**src/rtl/protector_defines.vh**
```
/*
 * constants for the protector fault/alert logic: bit positions of the
 * fault and alert status words, threshold codes and timing figures.
 * assumes inclusion by bare name from design files only.
 */
`ifndef PROTECTOR_DEFINES_VH
`define PROTECTOR_DEFINES_VH

// ----------------------------------------------------------------
// fault status bit positions
// ----------------------------------------------------------------
`define FLT_ECC_DOUBLE 0
`define FLT_FORCE 1
`define FLT_POR 2
`define FLT_CRC 3
`define FLT_CUV 4
`define FLT_COV 5
`define FLT_WIDTH 6

// ----------------------------------------------------------------
// alert status bit positions
// ----------------------------------------------------------------
`define ALR_ADDR 0
`define ALR_PARITY 1
`define ALR_ECC_CORRECTED_FLAG 2
`define ALR_FORCE 3
`define ALR_TSD 4
`define ALR_SLEEP 5
`define ALR_OT2 6
`define ALR_OT1 7
`define ALR_WIDTH 8

// ----------------------------------------------------------------
// thresholds, address range, timing
// ----------------------------------------------------------------
`define OT_CODE_DISABLED 4'h0
`define OT_CODE_MAX 4'hb
`define ADDR_MIN 6'h01
`define ADDR_MAX 6'h3e
`define CLK_MHZ 125
`define WAKE_BLANK_US 200
// longest time rounds down: 200 us at 125 MHz
`define WAKE_BLANK_CYC ((`WAKE_BLANK_US * `CLK_MHZ))
`define RESET_CTRL 1'b0

`endif

```
**src/rtl/protector_fault_alert_logic.v**
```verilog
/*
 * secondary-protector status logic for one stacked cell-monitor device:
 * overtemperature filter/latch, fault and alert latches, chain pins,
 * force self-test and cell-balance outputs.
 * assumes the analog comparators hand over per-code trip and release
 * levels already synchronous-safe via the two-flop input stage below, and
 * that serial-bus decoding supplies one-cycle write strobes on i_clk.
 */
// ----------------------------------------------------------------
// Overview of operation
// - overtemp flag sets after threshold held past delay
// - alert flags ORed to status bit and pin
// - nonzero delay latches; zero delay follows condition
// - code 0 disabled, codes 1-11 trip points
// - comparator trips at set, releases at clear ratio
// - two thresholds, one shared filter delay
// - thermistor power bits reset 0, ground returns
// - overtemp detection blanked about 200 us after sleep
// - north fault/alert input drives south output
// - base device drives host-side fault from north
// - fault sources each set bit and status fault
// - alert sources each set own alert bit
// - flags clear only by host write of one, except zero-delay overtemp flags
// - force bits written directly, cleared by zero
// - force in top device propagates down chain
// - balance outputs copy the six control bits
// - clearing a flag restarts its filter timer
// - balance timer expiry forces outputs off
// ----------------------------------------------------------------
`include "protector_defines.vh"
`timescale 1ns/1ps
`default_nettype none

module protector_fault_alert_logic #(
   parameter DELAY_W = 24,
   parameter WAKE_BLANK_CYCLES = `WAKE_BLANK_CYC
) (
   // clock and reset
   input wire i_clk,
   input wire i_nrst,
   // temperature comparator levels per input: bit k = above set/clear ratio of code k+1
   input wire [10:0] i_temp_input_one_above_set,
   input wire [10:0] i_temp_input_one_above_clear,
   input wire [10:0] i_temp_input_two_above_set,
   input wire [10:0] i_temp_input_two_above_clear,
   // configuration
   input wire [3:0] i_overtemp_threshold_one_cfg,
   input wire [3:0] i_overtemp_threshold_two_cfg,
   input wire [DELAY_W-1:0] i_overtemp_delay_cfg,
   input wire [5:0] i_device_address,
   // raw event sources (from pins or other clock-unrelated logic)
   input wire i_ecc_double_err,
   input wire i_por_event,
   input wire i_crc_err,
   input wire i_cell_undervoltage_flag,
   input wire i_cell_overvoltage_flag,
   input wire i_parity_err,
   input wire i_ecc_corrected_flag,
   input wire i_thermal_shutdown_flag,
   input wire i_sleep_exit,
   // chain pins and strap
   input wire i_fault_north,
   input wire i_alert_north,
   input wire i_host_select,
   // host writes (one-cycle strobes); balance safety timer expiry level
   input wire i_fault_wr,
   input wire [`FLT_WIDTH-1:0] i_fault_wdata,
   input wire i_alert_wr,
   input wire [`ALR_WIDTH-1:0] i_alert_wdata,
   input wire i_therm_pwr_wr,
   input wire [1:0] i_therm_pwr_wdata,
   input wire i_balance_wr,
   input wire [5:0] i_balance_wdata,
   input wire i_balance_safety_timer_expired,
   // status
   output reg [`FLT_WIDTH-1:0] o_fault_status,
   output reg [`ALR_WIDTH-1:0] o_alert_status,
   output reg o_dev_fault,
   output reg o_dev_alert,
   output reg o_overtemp_one,
   output reg o_overtemp_two,
   // pins
   output reg o_fault_south,
   output reg o_alert_south,
   output reg o_fault_host,
   output reg o_alert_host,
   output reg [1:0] o_therm_return_gnd,
   output reg [5:0] o_balance_outputs
);

   // ----------------------------------------------------------------
   // reset release and input synchronisers
   // ----------------------------------------------------------------
   localparam NSYNC = 56;
   reg [1:0] rst_q;
   wire rst_n = rst_q[1];
   // release through two flops so every register leaves reset together
   always @(posedge i_clk or negedge i_nrst) begin
      if (!i_nrst)
         rst_q <= 2'b00;
      else
         rst_q <= {rst_q[0], 1'b1};
   end

   wire [NSYNC-1:0] raw_in = {i_temp_input_one_above_set, i_temp_input_one_above_clear,
      i_temp_input_two_above_set, i_temp_input_two_above_clear, i_ecc_double_err,
      i_por_event, i_crc_err, i_cell_undervoltage_flag, i_cell_overvoltage_flag,
      i_parity_err, i_ecc_corrected_flag, i_thermal_shutdown_flag, i_sleep_exit,
      i_fault_north, i_alert_north, i_host_select};
   reg [NSYNC-1:0] sync1_q;
   reg [NSYNC-1:0] sync2_q;
   // two flops per pin; only sync2_q is read by logic
   always @(posedge i_clk or negedge rst_n) begin
      if (!rst_n) begin
         sync1_q <= {NSYNC{1'b0}};
         sync2_q <= {NSYNC{1'b0}};
      end else begin
         sync1_q <= raw_in;
         sync2_q <= sync1_q;
      end
   end
   wire [10:0] one_set = sync2_q[55:45];
   wire [10:0] one_clr = sync2_q[44:34];
   wire [10:0] two_set = sync2_q[33:23];
   wire [10:0] two_clr = sync2_q[22:12];
   wire s_ecc2 = sync2_q[11];
   wire s_por = sync2_q[10];
   wire s_crc = sync2_q[9];
   wire s_cuv = sync2_q[8];
   wire s_cov = sync2_q[7];
   wire s_par = sync2_q[6];
   wire s_ecc1 = sync2_q[5];
   wire s_tsd = sync2_q[4];
   wire s_sleep = sync2_q[3];
   wire s_fnorth = sync2_q[2];
   wire s_anorth = sync2_q[1];
   wire s_hsel = sync2_q[0];

   // ----------------------------------------------------------------
   // wake blanking after sleep exit
   // ----------------------------------------------------------------
   reg sleep_prev_q;
   reg [15:0] blank_q;
   wire blanking = (blank_q != 16'h0000);
   wire wake_edge = s_sleep && !sleep_prev_q;
   // comparators held off while internal references settle; the wake edge
   // itself is blanked too, since the comparator levels arrive with it
   always @(posedge i_clk or negedge rst_n) begin
      if (!rst_n) begin
         sleep_prev_q <= 1'b0;
         blank_q <= 16'h0000;
      end else begin
         sleep_prev_q <= s_sleep;
         if (wake_edge)
            blank_q <= WAKE_BLANK_CYCLES[15:0];
         else if (blanking)
            blank_q <= blank_q - 16'h0001;
      end
   end

   // ----------------------------------------------------------------
   // overtemperature comparators with hysteresis and shared filter delay
   // ----------------------------------------------------------------
   wire [3:0] thr_cfg [0:1];
   wire [10:0] lvl_set [0:1];
   wire [10:0] lvl_clr [0:1];
   assign thr_cfg[0] = i_overtemp_threshold_one_cfg;
   assign thr_cfg[1] = i_overtemp_threshold_two_cfg;
   assign lvl_set[0] = one_set;
   assign lvl_set[1] = two_set;
   assign lvl_clr[0] = one_clr;
   assign lvl_clr[1] = two_clr;
   wire [1:0] ot_flag;
   wire [1:0] ot_clear_wr = {i_alert_wr & i_alert_wdata[`ALR_OT2] & o_alert_status[`ALR_OT2],
      i_alert_wr & i_alert_wdata[`ALR_OT1] & o_alert_status[`ALR_OT1]};
   wire no_delay = (i_overtemp_delay_cfg == {DELAY_W{1'b0}});

   genvar g;
   generate
      for (g = 0; g < 2; g = g + 1) begin : g_ot
         reg hot_q;
         reg lat_q;
         reg [DELAY_W-1:0] cnt_q;
         wire valid = (thr_cfg[g] != `OT_CODE_DISABLED) && (thr_cfg[g] <= `OT_CODE_MAX);
         wire [3:0] idx = thr_cfg[g] - 4'h1;
         wire cmp_set = valid && lvl_set[g][idx];
         wire cmp_clr = valid && lvl_clr[g][idx];
         // trip at set ratio, hold until below clear ratio
         always @(posedge i_clk or negedge rst_n) begin
            if (!rst_n)
               hot_q <= 1'b0;
            else if (blanking || wake_edge || !o_therm_return_gnd[g])
               hot_q <= 1'b0;
            else if (cmp_set)
               hot_q <= 1'b1;
            else if (!cmp_clr)
               hot_q <= 1'b0;
         end
         // filter counter; restarts on drop or host clear
         always @(posedge i_clk or negedge rst_n) begin
            if (!rst_n) begin
               cnt_q <= {DELAY_W{1'b0}};
               lat_q <= 1'b0;
            end else begin
               if (!hot_q || ot_clear_wr[g])
                  cnt_q <= {DELAY_W{1'b0}};
               else if (cnt_q != i_overtemp_delay_cfg)
                  cnt_q <= cnt_q + {{(DELAY_W-1){1'b0}}, 1'b1};
               if (hot_q && !no_delay && cnt_q == i_overtemp_delay_cfg && !ot_clear_wr[g])
                  lat_q <= 1'b1;
               else if (ot_clear_wr[g] || no_delay)
                  lat_q <= 1'b0;
            end
         end
         // zero delay: follow live condition, no latch
         assign ot_flag[g] = no_delay ? hot_q : lat_q;
      end
   endgenerate

   // ----------------------------------------------------------------
   // fault and alert latches
   // ----------------------------------------------------------------
   wire addr_bad = (i_device_address < `ADDR_MIN) || (i_device_address > `ADDR_MAX);
   wire [`FLT_WIDTH-1:0] flt_src;
   wire [`ALR_WIDTH-1:0] alr_src;
   assign flt_src = {s_cov, s_cuv, s_crc, s_por, 1'b0, s_ecc2};
   assign alr_src = {2'b00, wake_edge, s_tsd, 1'b0,
      s_ecc1, s_par, addr_bad};
   reg [`FLT_WIDTH-1:0] flt_d;
   reg [`ALR_WIDTH-1:0] alr_d;
   // set wins over clear except on latched overtemp bits; force bits are plain host-written storage
   always @* begin
      flt_d = o_fault_status & ~({`FLT_WIDTH{i_fault_wr}} & i_fault_wdata);
      flt_d = flt_d | flt_src;
      flt_d[`FLT_FORCE] = i_fault_wr ? i_fault_wdata[`FLT_FORCE]
         : o_fault_status[`FLT_FORCE];
      alr_d = o_alert_status & ~({`ALR_WIDTH{i_alert_wr}} & i_alert_wdata);
      alr_d = alr_d | alr_src;
      alr_d[`ALR_FORCE] = i_alert_wr ? i_alert_wdata[`ALR_FORCE]
         : o_alert_status[`ALR_FORCE];
      alr_d[`ALR_OT1] = ot_flag[0];
      alr_d[`ALR_OT2] = ot_flag[1];
   end
   always @(posedge i_clk or negedge rst_n) begin
      if (!rst_n) begin
         o_fault_status <= {`FLT_WIDTH{1'b0}};
         o_alert_status <= {`ALR_WIDTH{1'b0}};
      end else begin
         o_fault_status <= flt_d;
         o_alert_status <= alr_d;
      end
   end

   // ----------------------------------------------------------------
   // aggregation and chain pins
   // ----------------------------------------------------------------
   // host-facing pins only on the base device; south pins always carry the chain
   always @(posedge i_clk or negedge rst_n) begin
      if (!rst_n) begin
         o_dev_fault <= 1'b0;
         o_dev_alert <= 1'b0;
         o_overtemp_one <= 1'b0;
         o_overtemp_two <= 1'b0;
         o_fault_south <= 1'b0;
         o_alert_south <= 1'b0;
         o_fault_host <= 1'b0;
         o_alert_host <= 1'b0;
      end else begin
         o_dev_fault <= |o_fault_status;
         o_dev_alert <= |o_alert_status;
         o_overtemp_one <= o_alert_status[`ALR_OT1];
         o_overtemp_two <= o_alert_status[`ALR_OT2];
         o_fault_south <= (|o_fault_status) | s_fnorth;
         o_alert_south <= (|o_alert_status) | s_anorth;
         o_fault_host <= !s_hsel && ((|o_fault_status) | s_fnorth);
         o_alert_host <= !s_hsel && ((|o_alert_status) | s_anorth);
      end
   end

   // ----------------------------------------------------------------
   // thermistor power and cell balance
   // ----------------------------------------------------------------
   reg [5:0] bal_q;
   always @(posedge i_clk or negedge rst_n) begin
      if (!rst_n) begin
         o_therm_return_gnd <= {2{`RESET_CTRL}};
         bal_q <= 6'h00;
         o_balance_outputs <= 6'h00;
      end else begin
         if (i_therm_pwr_wr)
            o_therm_return_gnd <= i_therm_pwr_wdata;
         if (i_balance_wr)
            bal_q <= i_balance_wdata;
         // expiry timer lives outside; its level gates every output
         o_balance_outputs <= i_balance_safety_timer_expired ? 6'h00 : bal_q;
      end
   end

endmodule // protector_fault_alert_logic

`default_nettype wire

```
**config.mk**
```make
export PLATFORM = sky130hd
export DESIGN_NAME = protector_fault_alert_logic
export DESIGN_NICKNAME = d
export VERILOG_FILES = /design/src/rtl/protector_fault_alert_logic.v
export VERILOG_INCLUDE_DIRS = /design/src /design/src/rtl
export SDC_FILE = /design/constraint.sdc
export NUM_CORES = 1
export LEC_CHECK = 0
export BUFFER_PORTS_ARGS = -buffer_cell sky130_fd_sc_hd__buf_4
export CAP_MARGIN = 20
export CORE_MARGIN = 4
export CORE_UTILIZATION = 50
export DETAILED_ROUTE_END_ITERATION = 12
export GPL_TIMING_DRIVEN = 0
export PLACE_DENSITY_LB_ADDON = 0.08
export SLEW_MARGIN = 20
export SYNTH_ARGS = -nofsm -noshare
export SYNTH_HDL_FRONTEND = slang
export SYNTH_SLANG_ARGS = --single-unit
```
**constraint.sdc**
```tcl
create_clock -name i_clk -period 6.7 [get_ports i_clk]
set_clock_uncertainty 0.05 [all_clocks]
set_input_delay 1.34 -clock i_clk [delete_from_list [all_inputs] [get_ports i_clk]]
set_output_delay 1.34 -clock i_clk [all_outputs]
set_load 0.05 [all_outputs]
```
* After elaboration in Yosys (flattened, before gate mapping)
Cells that the tools add are included.
W data, S select, Z words.
** Storage, ports and cells
- Input port bits :: 123
- Output and inout port bits :: 30
- Register bits :: 219
- Logic and storage cells :: 127
** Cells by class
- $add $sub $neg :: 5
- Reductions and logical operators :: 43
- Multiplexer cells :: 27
- Order comparisons :: 6
- Equal/unequal tests :: 6
- Bitwise logic cells :: 14
** Operators with widths (number)
- $mux W24 :: 4
- $add A24 B1 Y24 const B :: 2
- $eq A24 B24 Y1 :: 2
- $ne A24 B24 Y1 :: 2
- $mux W16 :: 2
- $and A6 B6 Y6 :: 4
- $logic_not A24 Y1 :: 1
- $bmux W1 S4 :: 4
- $mux W1 :: 16
- $reduce_bool A16 Y1 :: 1
- $sub A16 B1 Y16 const B :: 1
- $logic_and A1 B1 Y1 :: 15
- $not A6 Y6 :: 2
- $or A6 B6 Y6 :: 2
- $lt A4 B5 Y1 const B :: 2
- $reduce_bool A2 Y1 :: 5
- $logic_not A1 Y1 :: 9
- $le A4 B4 Y1 const B :: 2
- $logic_or A1 B1 Y1 :: 8
- $reduce_bool A4 Y1 :: 2
- $reduce_or A8 Y1 :: 1
- $sub A4 B1 Y4 const B :: 2
- $gt A6 B6 Y1 const B :: 1
- $lt A6 B1 Y1 const B :: 1
- other kinds (5) :: 10

* Logic depth before layout (Yosys ltp)
- Depth after elaboration :: 7
- Depth in mapped cells :: 9
- Gate-level depth less buffers :: 8

* Worst setup path before layout
No wires, ideal clock.
- Kind :: input port to flip-flop
- Start :: input i_overtemp_threshold_one_cfg[0]
- End :: register g_ot[0].hot_q
- Stages on the path :: 8
- Arrival :: 2965 ps
- Path slack :: 3554 ps
- Cell sequence :: inv_1 > ha_1 > clkbuf_1 > mux2_2 > a221oi_1 > a21oi_1 > nor3_1 > nor4_2
** Between the ends
- Cells in the longest elaborated chain, start to end :: 6
- Elaborated cells between the ends (all ways) :: 13
- Classes of those cells :: add/sub (1); order compare (1); eq/ne (1); mux (6); reduce/logical (4)
** RTL lines
- from (decl) :: line protector_fault_alert_logic.v:47 : input wire [3:0] i_overtemp_threshold_one_cfg,
- $sub A4 B1 Y4 :: line protector_fault_alert_logic.v:185 : wire [3:0] idx = thr_cfg[g] - 4'h1;
- $bmux W1 S4 :: line protector_fault_alert_logic.v:186 : wire cmp_set = valid && lvl_set[g][idx];
- $mux W1 (implied by the code) :: line protector_fault_alert_logic.v:186
- $logic_and A1 B1 Y1 :: line protector_fault_alert_logic.v:186
- $mux W1 :: line protector_fault_alert_logic.v:194 : else if (cmp_set)
- $mux W1 :: line protector_fault_alert_logic.v:192 : else if (blanking || wake_edge || !o_therm_return_gnd[g])
- to (signal assigned) :: line protector_fault_alert_logic.v:191 : hot_q <= 1'b0;
- to (signal assigned) :: line protector_fault_alert_logic.v:193 : hot_q <= 1'b0;
- to (signal assigned) :: line protector_fault_alert_logic.v:195 : hot_q <= 1'b1;
- to (decl) :: line protector_fault_alert_logic.v:181 : reg hot_q;
Parallel ways exist; a longest one is shown, timed or not. The select of a mux whose other input is x is not followed.
A chain may end at the register's enable or synchronous reset.

* Final worst setup path
Ends and elaborated chain as after synthesis.

==> impl_metrics.py <==
metrics = {
    "logic_synthesis": {
        "synth_common_cells": "219 x dfrtp_1, 60 x xor2_1, 59 x nand2_1, 46 x nor2_1, 38 x a21oi_1",
        "ys_types": 51,
        "synth_edf_count": 0,
        "yosysSeqAreaShare_pct": 62.0,
        "synth_seq_cells": 219,
        "syn_area_per_cell_um2": 12.0,
        "syn_nets": 865,
        "yosys_warnings": 0,
        "synth.cell_area_mm2": 0.00884,
        "ys_async_sr_fraction_pct": 100,
        "synthCells": 735,
        "synth_most_common_cell": "dfrtp_1",
        "synth.area.top_cells": "dfrtp_1 62%, xor2_1 5.9%, nand2_1 2.5%",
        "yosysTopAreaCell": "dfrtp_1",
        "synth_top_area_share_pct": 62.0,
        "synth_flop_cell": "dfrtp_1",
    },
    "clock_tree": {
        "clk_pin_slew_ns": 0.06,
        "cts.repair.resized": 0,
        "cts_setup_buffers": 0,
        "cts.sinks": 219,
        "htreeDepth": 1,
        "root_buffer": "clkbuf_16",
        "clock_latency_ns": 0.51,
        "cts_hold_buffers": 0,
        "cts_buffer_depth": 3,
        "cts_tree": "yes",
        "cts_made_buffers": 24,
    },
    "placement": {
        "io_buffer_count": 150,
        "place_ws_ns": 2.98,
        "dp.cells": 1114,
        "hpwl_um": 15300,
        "gp_congestion": 0.970,
        "place_area_mm2": 0.0103,
    },
    "global_route": {
        "antenna_found_initial": 0,
        "grt_pass1_wl_um": 33900,
        "grt_max_degree": 61,
        "groute.usage.overall_pct": 20.8,
        "grt_pass1_vias": 6749,
        "grt_remaining_overflow": 0,
    },
    "sta": {
        "fmax_ghz": 0.312,
        "hold_violations": 0,
        "finalCritPeriodShare_pct": 47.8,
        "fin_ws_ns": 3.50,
        "slew_headroom_pct": 56.8,
        "fin_tns_setup_ns": 0,
        "worst_slew_pin_slew_ns": 0.648,
        "rsz0062_at_grt": "false",
        "setup_viol": 0,
        "period_needed_ns": 3.20,
        "maxSlewViolCount": 0,
    },
    "run": {
        "cap_viol_max_count": 0,
    },
    "floorplanning": {
        "dieArea_mm2": 0.0199,
        "die_w_um": 141,
        "io_pins": 153,
        "fp.dieH_um": 141,
        "core_mm2": 0.0173,
        "start_util_pct": 51.1,
        "row_count": 48,
    },
    "worst_setup_path": {
        "critPathLaunchType": "primary input",
        "cp.arrival_ns": 3.54,
        "path_class": "in -> reg",
        "cp_data_required_time_ns": 7.04,
        "end_kind": "flip-flop",
        "reg2reg_slack_ns": 4.28,
        "critPathMaxFanout": 10,
    },
    "power_and_ir_drop": {
        "powerDensity_mw_per_mm2": 267,
        "p_leak_nw": 4.96,
        "max-vdd-ir-drop_mv": 0.249,
    },
    "worst_hold_path": {
        "min_path_type": "reg -> async",
    },
    "drt": {
        "wirelength_um": 20600,
        "firstDrtPassIters": 5,
        "drcViolationCount": 0,
        "antenna_left": 0,
        "vias_per_cell": 5.55,
        "routedWlPerCell_um": 17.8,
        "vias": 6417,
        "drtIter0Drc": 430,
    },
    "finish": {
        "stdcell_count": 1157,
        "areaGrowthSynthToFinish_pct": 25.9,
        "fillCellCount": 1341,
        "drive_above_1_share_pct": 25.5,
        "fin_area_mm2": 0.0111,
        "nets": 1045,
        "diodes": 0,
    },
    "outcome": {
        "status": "finished, final reports clean",
    },
}
==> stage by stage <==
| stage | power [mW] | utilization (%) | hold slack [ns] |
|---|---|---|---|
| final | 2.97 | 64.4 | 0.191 |
| after global placement | 1.70 | 59.3 | 0.282 |
| after global routing | 3.09 | 64.4 | 0.230 |
| after CTS | 3.01 | 64.4 | 0.209 |
| after floorplan | 1.59 | - | 0.281 |
| after detailed placement | 1.72 | 59.8 | 0.206 |
==> cell type report <==
class	instances	area, um2	area share (%)
sequential	219	5480	49.3
multi-input combinational	480	3190	28.7
clock inverter	10	92.6	0.832
inverter	14	52.6	0.472
timing repair buffer	154	1220	11.0
buffer	22	115	1.03
clock buffer	33	694	6.24
tap	225	282	2.53
==> cells in the final DEF, fill, tap and decap left out, types with 16 or more instances in the layout <==
cell type and instances:
dfrtp_1 218, buf_4 152, xor2_1 60, nand2_1 59
nor2_1 46, a21oi_1 38, nor4_1 25, o21ai_0 24
clkbuf_16 24, nand3_1 22, nand4_1 18, clkbuf_1 18
or3_1 16, mux2_2 16
==> metal layers <==
layer / up-vias / routed length [um] / global-route usage, %
met4: 0 / 670 / 6.68
met5: - / 0 / 0
met2: 265 / 10400 / 35.9
li1: 2951 / - / -
met3: 49 / 1540 / 5.29
met1: 3152 / 8050 / 25.9
==> final timing paths <==
check	cells past startpoint	start	endpoint
setup / recovery	9	i_overtemp_threshold_one_cfg[0]	g_ot[0].hot_q
hold / removal	0	rst_q[1]	o_fault_status[5]
setup reg to reg	7	g_ot[0].cnt_q[10]	g_ot[0].cnt_q[21]
hold reg to reg	0	rst_q[1]	o_fault_status[5]
max in group asynchronous	4	rst_q[1]	sync2_q[45]
min in group i_clk	0	sync1_q[18]	sync2_q[18]
==> state kept, by name, summed over array words and instances (netlist names), 2 cells and up <==
| register | flops |
|---|---|
| bal_q | 6 |
| blank_q | 16 |
| g_ot.cnt_q | 48 |
| g_ot.hot_q | 2 |
| g_ot.lat_q | 2 |
| o_alert_status | 8 |
| o_balance_outputs | 6 |
| o_fault_status | 6 |
| o_therm_return_gnd | 2 |
| rst_q | 2 |
| sync1_q | 56 |
| sync2_q | 56 |
==> worst max-delay path, cell delays in order <==
cell	delay, ns
buf_4	0.13
inv_1	0.11
ha_1	0.29
clkbuf_1	0.50
mux2_2	0.41
a221oi_1	0.31
a21oi_1	0.12
nor3_1	0.25
nor4_2	0.08
==> kinds of logic after synthesis <==
logic type                 share of synthesized area [%]
AOI/OAI and AO/OA                                   7.06
and+or+nand+nor                                     16.1
muxes                                               4.53
other                                             0.0424
xor gates and xnor gates                            7.43
buffers and inverters                               1.90
DFF                                                 62.0
adders and majority gates                          0.991
==> where the power goes <==
group / switching (mW) / leakage, nW / internal (mW) / total [mW]
Combinational: 0.144 / 1.90 / 0.119 / 0.264
Sequential: 0.0414 / 2.67 / 1.39 / 1.43
Clock: 0.512 / 0.391 / 0.764 / 1.28
Total: 0.698 / 4.96 / 2.27 / 2.97
No activity file was read; power rests on OpenSTA's default activity.
